===== src/pkg/ehci_sched_consts.svh =====
`ifndef EHCI_SCHED_CONSTS_SVH
`define EHCI_SCHED_CONSTS_SVH

// ==========================================
// Register map
`define HOST_COMMAND_OFFSET  8'h20
`define HOST_COMMAND_RESET   32'h0008_0000

// ==========================================
// Field positions
`define CMD_DOORBELL_BIT     6
`define CMD_ASYNC_EN_BIT     5
`define CMD_PERIODIC_EN_BIT  4
`define CMD_ITC_LSB          16
`define CMD_ITC_MSB          23
`define ITC_RESET            8'h08

// ==========================================
// Timing
`define MCLK_PERIOD_NS       20
`define MFRAME_NS            125000
`define MFRAME_CYCLES        (`MFRAME_NS / `MCLK_PERIOD_NS)

`endif


===== src/pkg/ehci_sched_pkg.sv =====
package ehci_sched_pkg;

    typedef logic [31:0] word_t;
    typedef logic [7:0]  itc_t;

    typedef enum logic [1:0]
    {
        DB_IDLE   = 2'h0,
        DB_FLUSH  = 2'h1,
        DB_RETIRE = 2'h3
    } doorbell_state_e;

endpackage


===== src/pkg/ehci_sched_if.sv =====
`timescale 1ns/1ps
`default_nettype none

interface ehci_sched_if;
    ehci_sched_pkg::itc_t irq_threshold_ctrl;
    logic                 boundary;

    modport ctrl  (output irq_threshold_ctrl, input boundary);
    modport timer (input irq_threshold_ctrl, output boundary);
endinterface

`default_nettype wire


===== src/verilog/ehci_schedule_enable_doorbell.sv =====
`timescale 1ns/1ps
`default_nettype none

`include "ehci_sched_consts.svh"

module ehci_schedule_enable_doorbell #(
    parameter int MFRAME_CYCLES = `MFRAME_CYCLES
) (
    // Clock and reset
    input  wire logic                  MCLK,
    input  wire logic                  RST,
    // Register port
    input  wire logic                  REG_WR,
    input  wire logic                  REG_RD,
    input  wire logic [7:0]            REG_ADDR,
    input  wire ehci_sched_pkg::word_t REG_WDATA,
    output var  ehci_sched_pkg::word_t REG_RDATA,
    output var  logic                  REG_RVALID,
    // Status and interrupt enable bits
    input  wire logic                  ASYNC_ADV_FLAG_CLR,
    input  wire logic                  ASYNC_ADV_IRQ_ENABLE,
    output var  logic                  ASYNC_ADVANCE_FLAG,
    output var  logic                  IRQ,
    // Schedule engines
    input  wire ehci_sched_pkg::word_t ASYNC_LIST_POINTER,
    input  wire ehci_sched_pkg::word_t PERIODIC_LIST_POINTER,
    input  wire logic                  ASYNC_FLUSH_DONE,
    output var  logic                  ASYNC_FLUSH_REQ,
    output var  logic                  ASYNC_WALK_EN,
    output var  ehci_sched_pkg::word_t ASYNC_WALK_ADDR,
    output var  logic                  PERIODIC_WALK_EN,
    output var  ehci_sched_pkg::word_t PERIODIC_WALK_ADDR
);

    ehci_sched_if th ();

    ehci_sched_pkg::word_t           cmd_r;
    ehci_sched_pkg::word_t           cmd_nxt;
    ehci_sched_pkg::doorbell_state_e state_r;
    ehci_sched_pkg::doorbell_state_e state_nxt;
    logic                            flag_r;
    logic                            flag_nxt;
    logic                            irq_r;
    logic                            irq_nxt;
    logic                            flush_req_r;
    logic                            flush_req_nxt;
    ehci_sched_pkg::word_t           rdata_r;
    ehci_sched_pkg::word_t           rdata_nxt;
    logic                            rvalid_r;
    logic                            rvalid_nxt;
    logic                            aw_en_r;
    logic                            aw_en_nxt;
    logic                            pw_en_r;
    logic                            pw_en_nxt;
    ehci_sched_pkg::word_t           aw_addr_r;
    ehci_sched_pkg::word_t           aw_addr_nxt;
    ehci_sched_pkg::word_t           pw_addr_r;
    ehci_sched_pkg::word_t           pw_addr_nxt;
    logic                            cmd_hit;
    logic                            ring;

    // ==========================================
    // Threshold timer
    assign th.irq_threshold_ctrl = cmd_r[`CMD_ITC_MSB:`CMD_ITC_LSB];

    irq_threshold_timer #(
        .MFRAME_CYCLES (MFRAME_CYCLES)
    ) u_timer (
        .clk (MCLK),
        .rst (RST),
        .th  (th)
    );

    // ==========================================
    // Command register
    always_comb
    begin
        cmd_hit = (REG_ADDR == `HOST_COMMAND_OFFSET);
        cmd_nxt = cmd_r;
        ring    = 1'b0;
        if (REG_WR && cmd_hit)
        begin
            cmd_nxt = REG_WDATA;
            // Ring only with async schedule on; zero writes keep a pending ring
            ring    = REG_WDATA[`CMD_DOORBELL_BIT] & REG_WDATA[`CMD_ASYNC_EN_BIT];
            cmd_nxt[`CMD_DOORBELL_BIT] = cmd_r[`CMD_DOORBELL_BIT] | ring;
        end
        if (state_r == ehci_sched_pkg::DB_RETIRE && !ring)
        begin
            cmd_nxt[`CMD_DOORBELL_BIT] = 1'b0;
        end
    end

    always_ff @(posedge MCLK or posedge RST)
    begin
        if (RST)
        begin
            cmd_r <= `HOST_COMMAND_RESET;
        end
        else
        begin
            cmd_r <= cmd_nxt;
        end
    end

    // ==========================================
    // Doorbell handshake and status flag
    always_comb
    begin
        state_nxt = state_r;
        flag_nxt  = flag_r;
        if (ASYNC_ADV_FLAG_CLR)
        begin
            flag_nxt = 1'b0;
        end
        case (state_r)
            ehci_sched_pkg::DB_IDLE:
            begin
                if (cmd_r[`CMD_DOORBELL_BIT])
                begin
                    state_nxt = ehci_sched_pkg::DB_FLUSH;
                end
            end
            ehci_sched_pkg::DB_FLUSH:
            begin
                if (ASYNC_FLUSH_DONE)
                begin
                    flag_nxt  = 1'b1;
                    state_nxt = ehci_sched_pkg::DB_RETIRE;
                end
            end
            ehci_sched_pkg::DB_RETIRE:
            begin
                state_nxt = ehci_sched_pkg::DB_IDLE;
            end
            default:
            begin
                state_nxt = ehci_sched_pkg::DB_IDLE;
            end
        endcase
        flush_req_nxt = (state_nxt == ehci_sched_pkg::DB_FLUSH);
        // Interrupt waits for a threshold boundary, then holds while flag and enable stay
        irq_nxt = flag_nxt & ASYNC_ADV_IRQ_ENABLE & (irq_r | th.boundary);
    end

    always_ff @(posedge MCLK or posedge RST)
    begin
        if (RST)
        begin
            state_r     <= ehci_sched_pkg::DB_IDLE;
            flag_r      <= 1'b0;
            irq_r       <= 1'b0;
            flush_req_r <= 1'b0;
        end
        else
        begin
            state_r     <= state_nxt;
            flag_r      <= flag_nxt;
            irq_r       <= irq_nxt;
            flush_req_r <= flush_req_nxt;
        end
    end

    // ==========================================
    // Schedule walk enables and pointers
    always_comb
    begin
        aw_en_nxt   = cmd_r[`CMD_ASYNC_EN_BIT];
        pw_en_nxt   = cmd_r[`CMD_PERIODIC_EN_BIT];
        aw_addr_nxt = aw_en_nxt ? ASYNC_LIST_POINTER : '0;
        pw_addr_nxt = pw_en_nxt ? PERIODIC_LIST_POINTER : '0;
    end

    always_ff @(posedge MCLK or posedge RST)
    begin
        if (RST)
        begin
            aw_en_r   <= 1'b0;
            pw_en_r   <= 1'b0;
            aw_addr_r <= '0;
            pw_addr_r <= '0;
        end
        else
        begin
            aw_en_r   <= aw_en_nxt;
            pw_en_r   <= pw_en_nxt;
            aw_addr_r <= aw_addr_nxt;
            pw_addr_r <= pw_addr_nxt;
        end
    end

    // ==========================================
    // Register read path
    always_comb
    begin
        rvalid_nxt = REG_RD;
        rdata_nxt  = '0;
        if (REG_RD && cmd_hit)
        begin
            rdata_nxt = cmd_r;
        end
    end

    always_ff @(posedge MCLK or posedge RST)
    begin
        if (RST)
        begin
            rdata_r  <= '0;
            rvalid_r <= 1'b0;
        end
        else
        begin
            rdata_r  <= rdata_nxt;
            rvalid_r <= rvalid_nxt;
        end
    end

    // ==========================================
    // Outputs
    assign REG_RDATA          = rdata_r;
    assign REG_RVALID         = rvalid_r;
    assign ASYNC_ADVANCE_FLAG = flag_r;
    assign IRQ                = irq_r;
    assign ASYNC_FLUSH_REQ    = flush_req_r;
    assign ASYNC_WALK_EN      = aw_en_r;
    assign ASYNC_WALK_ADDR    = aw_addr_r;
    assign PERIODIC_WALK_EN   = pw_en_r;
    assign PERIODIC_WALK_ADDR = pw_addr_r;

endmodule

`default_nettype wire


===== src/verilog/irq_threshold_timer.sv =====
`timescale 1ns/1ps
`default_nettype none

`include "ehci_sched_consts.svh"

module irq_threshold_timer #(
    parameter int MFRAME_CYCLES = `MFRAME_CYCLES
) (
    // Clock and reset
    input wire logic    clk,
    input wire logic    rst,
    // Threshold exchange
    ehci_sched_if.timer th
);

    localparam int DW = $clog2(MFRAME_CYCLES);
    localparam logic [DW-1:0] DIV_LAST = DW'(MFRAME_CYCLES - 1);

    logic [DW-1:0] div_r;
    logic [DW-1:0] div_nxt;
    logic [7:0]    mf_r;
    logic [7:0]    mf_nxt;
    logic          bnd_r;
    logic          bnd_nxt;
    logic          tick;
    logic [7:0]    mf_last;

    // ==========================================
    // Microframe divider and threshold counter
    always_comb
    begin
        tick    = (div_r == DIV_LAST);
        div_nxt = tick ? '0 : div_r + 1'b1;
        mf_last = (th.irq_threshold_ctrl == 8'h00) ? 8'h00 : th.irq_threshold_ctrl - 8'h01;
        mf_nxt  = mf_r;
        bnd_nxt = 1'b0;
        if (tick)
        begin
            if (mf_r >= mf_last)
            begin
                mf_nxt  = 8'h00;
                bnd_nxt = 1'b1;
            end
            else
            begin
                mf_nxt = mf_r + 8'h01;
            end
        end
    end

    always_ff @(posedge clk or posedge rst)
    begin
        if (rst)
        begin
            div_r <= '0;
            mf_r  <= 8'h00;
            bnd_r <= 1'b0;
        end
        else
        begin
            div_r <= div_nxt;
            mf_r  <= mf_nxt;
            bnd_r <= bnd_nxt;
        end
    end

    assign th.boundary = bnd_r;

endmodule

`default_nettype wire

===== config.mk =====
export PLATFORM = sky130hd
export DESIGN_NAME = ehci_schedule_enable_doorbell
export DESIGN_NICKNAME = d
export VERILOG_FILES = /design/src/pkg/ehci_sched_pkg.sv /design/src/pkg/ehci_sched_if.sv /design/src/verilog/ehci_schedule_enable_doorbell.sv /design/src/verilog/irq_threshold_timer.sv
export VERILOG_INCLUDE_DIRS = /design/src /design/src/pkg
export SDC_FILE = /design/constraint.sdc
export NUM_CORES = 1
export LEC_CHECK = 0
export ABC_AREA = 1
export ABC_CLOCK_PERIOD_IN_PS = 5500
export CAP_MARGIN = 0
export CORE_MARGIN = 8
export CORE_UTILIZATION = 58
export DETAILED_ROUTE_END_ITERATION = 8
export DONT_BUFFER_PORTS = 1
export PLACE_DENSITY = 0.74
export SYNTH_ARGS = -nofsm -noshare
export SYNTH_HDL_FRONTEND = slang
export SYNTH_SLANG_ARGS = --single-unit
export TNS_END_PERCENT = 30

===== constraint.sdc =====
create_clock -name MCLK -period 5.5 [get_ports MCLK]
set_input_delay 0.275 -clock MCLK [delete_from_list [all_inputs] [get_ports MCLK]]
set_output_delay 0.275 -clock MCLK [all_outputs]
set_load 0.1 [all_outputs]

=== Word-level counts from Yosys, hierarchy flattened ===
Cells that the tools add are included.

* $lt $le $gt $ge: 1
* $mul: 0
* Reduce and logical (&&, ||, !) cells: 7
* Eq/ne operators: 5
* Shifts and indexed selects: 0
* Muxes and demuxes: 17
* Add/subtract/negate cells: 3
* Div/mod/pow operators: 0
* Bitwise operators: 5

{| class="wikitable"
|+ Operators by type and width
! cell !! count
|-
| $mux 32 || 3
|-
| $mux 8 || 2
|-
| $add 13x1->13 const B || 1
|-
| $eq 13x13->1 const B || 1
|-
| $mux 13 || 1
|-
| $add 8x1->8 const B || 1
|-
| $eq 8x6->1 const B || 1
|-
| $ge 8x8->1 || 1
|-
| $logic_not 8->1 || 1
|-
| $sub 8x1->8 const B || 1
|-
| $mux 1 || 7
|-
| $mux 7 || 1
|-
| $eq 2x1->1 const B || 2
|-
| $mux 2 || 2
|-
| $pmux 2 s2 || 1
|-
| $and 1x1->1 || 3
|-
| $logic_and 1x1->1 || 3
|-
| $eq 2x2->1 const B || 1
|-
| $logic_not 2->1 || 1
|-
| $or 1x1->1 || 2
|-
| $reduce_bool 2->1 || 1
|-
| $logic_not 1->1 || 1
|}

* Output and inout bits: 102
* Bits in read-only memories: 0
* Memory bits (writable): 0
* Register bits: 158
* Logic and storage cells: 53
* Memories: 0
* Latch bits: 0
* Input port bits: 111

=== Longest topological paths before layout ===
* Word-level depth: 6
* Depth in mapped cells: 18
* Mapped depth without buffers: 18

=== By module ===
Synthesis repeated with hierarchy kept, for this count alone.

* Cells, all modules: 720
* Area, all modules: 6683.9 µm²

{| class="wikitable"
|+ Modules (own cells, without submodules)
! module !! cells each !! instances !! area an instance (µm²)
|-
| ehci_schedule_enable_doorbell || 483 || 1 || 5063.6
|-
| irq_threshold_timer || 237 || 1 || 1620.3
|}

=== Least setup slack after synthesis ===
Ideal clock, no wire load.

* Kind: reg2reg
* From: register cmd_r[16]
* To: register u_timer.bnd_r, in the netlist u_timer.th.boundary
* Period minus slack after synthesis: 2.064 ns
* Stages on the path, launching flop included: 14
* Library setup time: 0.116 ns
* Slack: 3.436 ns
* Arrival time: 1.947 ns
* Path buffers: 0
* Data required time: 5.384 ns
* Path through: dfrtp_1 > inv_1 > ha_1 > nand2_1 > nor2_1 > nand3_1 > nand3_1 > ha_1 > a21oi_1 > nor2_1 > nor2_1 > nand3_1 > nand2_1 > inv_1

* Longest elaborated chain between the ends: 5

{| class="wikitable"
|+ RTL lines
! element !! line !! text
|-
| from (decl) || ehci_schedule_enable_doorbell.sv:37 || <nowiki>ehci_sched_pkg::word_t cmd_r;</nowiki>
|-
| from (signal assigned) || ehci_schedule_enable_doorbell.sv:98 || <nowiki>cmd_r <= `HOST_COMMAND_RESET;</nowiki>
|-
| from (signal assigned) || ehci_schedule_enable_doorbell.sv:102 || <nowiki>cmd_r <= cmd_nxt;</nowiki>
|-
| $sub 8x1->8 / $logic_not 8->1 (equally long branches) || irq_threshold_timer.sv:34 || <nowiki>mf_last = (th.irq_threshold_ctrl == 8'h00) ? 8'h00 : th.irq_threshold_ctrl - 8'h01;</nowiki>
|-
| $mux 8 (*) || irq_threshold_timer.sv:34 ||
|-
| $ge 8x8->1 (*) || irq_threshold_timer.sv:39 || <nowiki>if (mf_r >= mf_last)</nowiki>
|-
| $mux 1 (*) || irq_threshold_timer.sv:39 ||
|-
| $mux 1 (*) || irq_threshold_timer.sv:37 || <nowiki>if (tick)</nowiki>
|-
| via u_timer.bnd_nxt || irq_threshold_timer.sv:24 || <nowiki>logic bnd_nxt;</nowiki>
|-
| to (signal assigned) || irq_threshold_timer.sv:63 || <nowiki>bnd_r <= bnd_nxt;</nowiki>
|-
| to (decl) || irq_threshold_timer.sv:23 || <nowiki>logic bnd_r;</nowiki>
|}

The timed path passes the listed nets; every way through them passes the cells marked *.
A chain may end at the register's enable or synchronous reset.

=== Final worst setup path ===
Ends and elaborated chain as after synthesis.

==> metrics.csv <==
stage,metric,value,unit
global_routing,largest net degree at the start of global routing,100,
hold_path,Min-Delay Startpoint,REG_RD,
timing,Least-Margin Pin Slew,1.20,ns
power_and_ir_drop,total power,2.75,mW
logic_synthesis,Ys Warns,0,
global_routing,GRT Total Usage,26.9,%
routing,1st-iter DRT viols,398,
routing,1st-pass router iterations,5,
logic_synthesis,Syn Nets,821,
clock_network,TritonCTS clock tree,yes,
placed_design,DP Worst Slack,3.09,ns
clock_network,CTS Buffer Depth,2,
placed_design,GP Congestion,0.859,
logic_synthesis,top cell type's share of synthesized area,61.9,%
layout,"commonest cells after routing, fill and taps aside","202 x nand2_1, 157 x dfrtp_1, 136 x inv_1, 135 x dlygate4sd3_1, 56 x nor2_1",
logic_synthesis,Post-Syn Area,6340,um^2
routing,Avg WL per Cell,19.4,um
die,num rows,38,
placed_design,dpl cells,820,
clock_network,Clock Sinks,158,
critical_path,Worst Setup Start Kind,flop,
clock_network,cts hold-fix bufs,135,
routing,DR vias,5142,
critical_path,crit path from,cmd_r[16],
clock_network,"Clk pin slew, worst setup/hold paths",0.07,ns
layout,"commonest non-fill, non-tap cell in the layout",nand2_1,
timing,FMAX,398,MHz
layout,Layout Nets,957,
power_and_ir_drop,P_leak,4.60,nW
timing,relative slew slack,19.9,%
logic_synthesis,Area contributors post-synth,"dfrtp_1 62%, nand2_1 12%, inv_1 8.1%",
hold_path,Worst Hold Class,input pin to flop,
global_routing,vias in the first global route,5684,
die,core area,10700,um^2
critical_path,critical-path maximum fanout,5,
flow_run,Max Cap Viol,0,
routing,routed vias/inst,5.20,
timing,setup violators final,0,
run_status,status,"finished, final reports clean",
timing,Final Hold Vio Count,0,
timing,RSZ-0062 raised after global routing,no,
timing,WHS,0.288,ns
clock_network,CTS root buffer,clkbuf_8,
clock_network,Resize count post-CTS,0,
global_routing,"Remaining Overflow, GRT",0,
timing,post-route setup slack,2.99,ns
clock_network,postcts setup bufs,0,
logic_synthesis,"EDFF count, synth",0,
logic_synthesis,"FFs w/ async S/R, synth",100,%
global_routing,initial antenna violation count,2,
placed_design,PortBufs,0,
routing,DRT antenna net count,0,
logic_synthesis,#FFs+latches synth,158,
die,starting density of the core,59.0,%
critical_path,reg-to-reg startpoint,cmd_r[16],
routing,final wirelength,19.1,mm
timing,Setup TNS,0,ns
logic_synthesis,"area leader, netlist",dfrtp_1,
global_routing,global-route wire length before repair,30.0,mm
timing,final-report max-slew violation count,0,
clock_network,"Clk Latency, worst-skew pair",0.53,ns
timing,fin crit share,45.6,%
layout,"Design Area, Final",8380,um^2
logic_synthesis,sequential share of the synthesized area,62.4,%
critical_path,critical path class,flop to flop,
logic_synthesis,library cells used by synthesis,28,
layout,final core occ,78.0,%
timing,Worst Clk Skew,0.0100,ns
placed_design,DPL Wire Length,10.5,mm
placed_design,area of placed instances,6450,um^2
critical_path,CP arrival,2.93,ns
logic_synthesis,Mean Syn Cell Area,9.09,um^2
clock_network,H-Tree Depth,4,
die,DIE HEIGHT,121,um
logic_synthesis,predominant post-synthesis flop cell,dfrtp_1,
die,die width,121,um
timing,Tmin final,2.51,ns
die,full die area,14500,um^2
critical_path,Worst EP required,5.92,ns
power_and_ir_drop,Max VDD drop,290,uV
logic_synthesis,Mapped Cells,698,
critical_path,Worst setup EP type,flop,
power_and_ir_drop,P per Cell Area,328,nW/um^2
die,# IOs,213,
layout,Final Non-Filler Cells,988,
routing,DRC viols,0,
layout,area grow syn2layout,32.2,%
clock_network,Num CTS Buffers,17,
layout,layout cells sized above 1,6.26,%
[kinds of logic after synthesis]
logic type	after synthesis	share of synthesized area [%]
and+or+nand+nor	338	22.9
AOI/OAI and AO/OA	21	1.74
xor gates and xnor gates	6	0.829
DFF	158	62.4
adders and majority gates	12	2.37
buffers and inverters	163	9.84
[registers in the layout (all words and copies together), names as in the netlist]
register,cells
ASYNC_ADVANCE_FLAG,1
ASYNC_FLUSH_REQ,1
ASYNC_WALK_ADDR,32
ASYNC_WALK_EN,1
IRQ,1
PERIODIC_WALK_ADDR,32
PERIODIC_WALK_EN,1
REG_RDATA,32
REG_RVALID,1
cmd_r,32
state_r,2
u_timer.div_r,13
u_timer.mf_r,8
u_timer.th.boundary,1
[synthesized netlist by cell type (2+ instances only)]
| library cell | n |
|---|---|
| a21oi_1 | 5 |
| dfrtp_1 | 157 |
| clkbuf_1 | 11 |
| o21ai_0 | 12 |
| nand3_1 | 50 |
| or2_1 | 2 |
| inv_2 | 5 |
| nor2_1 | 56 |
| inv_1 | 137 |
| nor3_1 | 4 |
| nor3_4 | 3 |
| ha_1 | 12 |
| buf_2 | 9 |
| or2_2 | 3 |
| xor2_1 | 6 |
| nand2_1 | 202 |
| o21ai_1 | 2 |
| nand4_1 | 10 |
| nor2_2 | 3 |
[final cells by class]
cell class	count	area, um^2
diodes	2	5.00
flip-flops and latches	158	3960
clock inverters	11	131
inverters	143	543
repair buffers	137	1370
multi-input cells	377	1760
well taps	140	175
clock buffers	20	445
fillers	641	2360
[critical path: stages, from the launching register on]
cell	delay [ns]
dfrtp_1	0.41
inv_1	0.09
ha_1	0.18
nand2_1	0.13
nor2_1	0.19
nand3_1	0.19
nand3_1	0.13
ha_1	0.24
a21oi_1	0.13
nor2_1	0.05
nor2_1	0.28
nand3_1	0.19
nand2_1	0.14
inv_1	0.06
[power breakdown]
part	internal (mW)	total [mW]	switching, mW
Clock	0.673	1.15	0.476
Sequential	1.20	1.38	0.180
Combinational	0.0996	0.224	0.124
[metal layers]
metal / global-route usage, % / wire length, um
met2: 46.9 / 10200
met5: 0 / 0
met3: 9.04 / 1570
met1: 27.9 / 6630
met4: 14.9 / 763
[final timing paths]
check	endpoint	slack [ns]	depth (start not counted)
setup / recovery	u_timer.th.boundary	2.99	13
hold / removal	REG_RVALID	0.29	1
setup reg to reg	u_timer.th.boundary	2.99	13
hold reg to reg	cmd_r[14]	0.48	2
max in group asynchronous	state_r[0]	3.79	3
min in group asynchronous	ASYNC_WALK_ADDR[13]	0.43	2
Power figures use the tool's default switching activity.
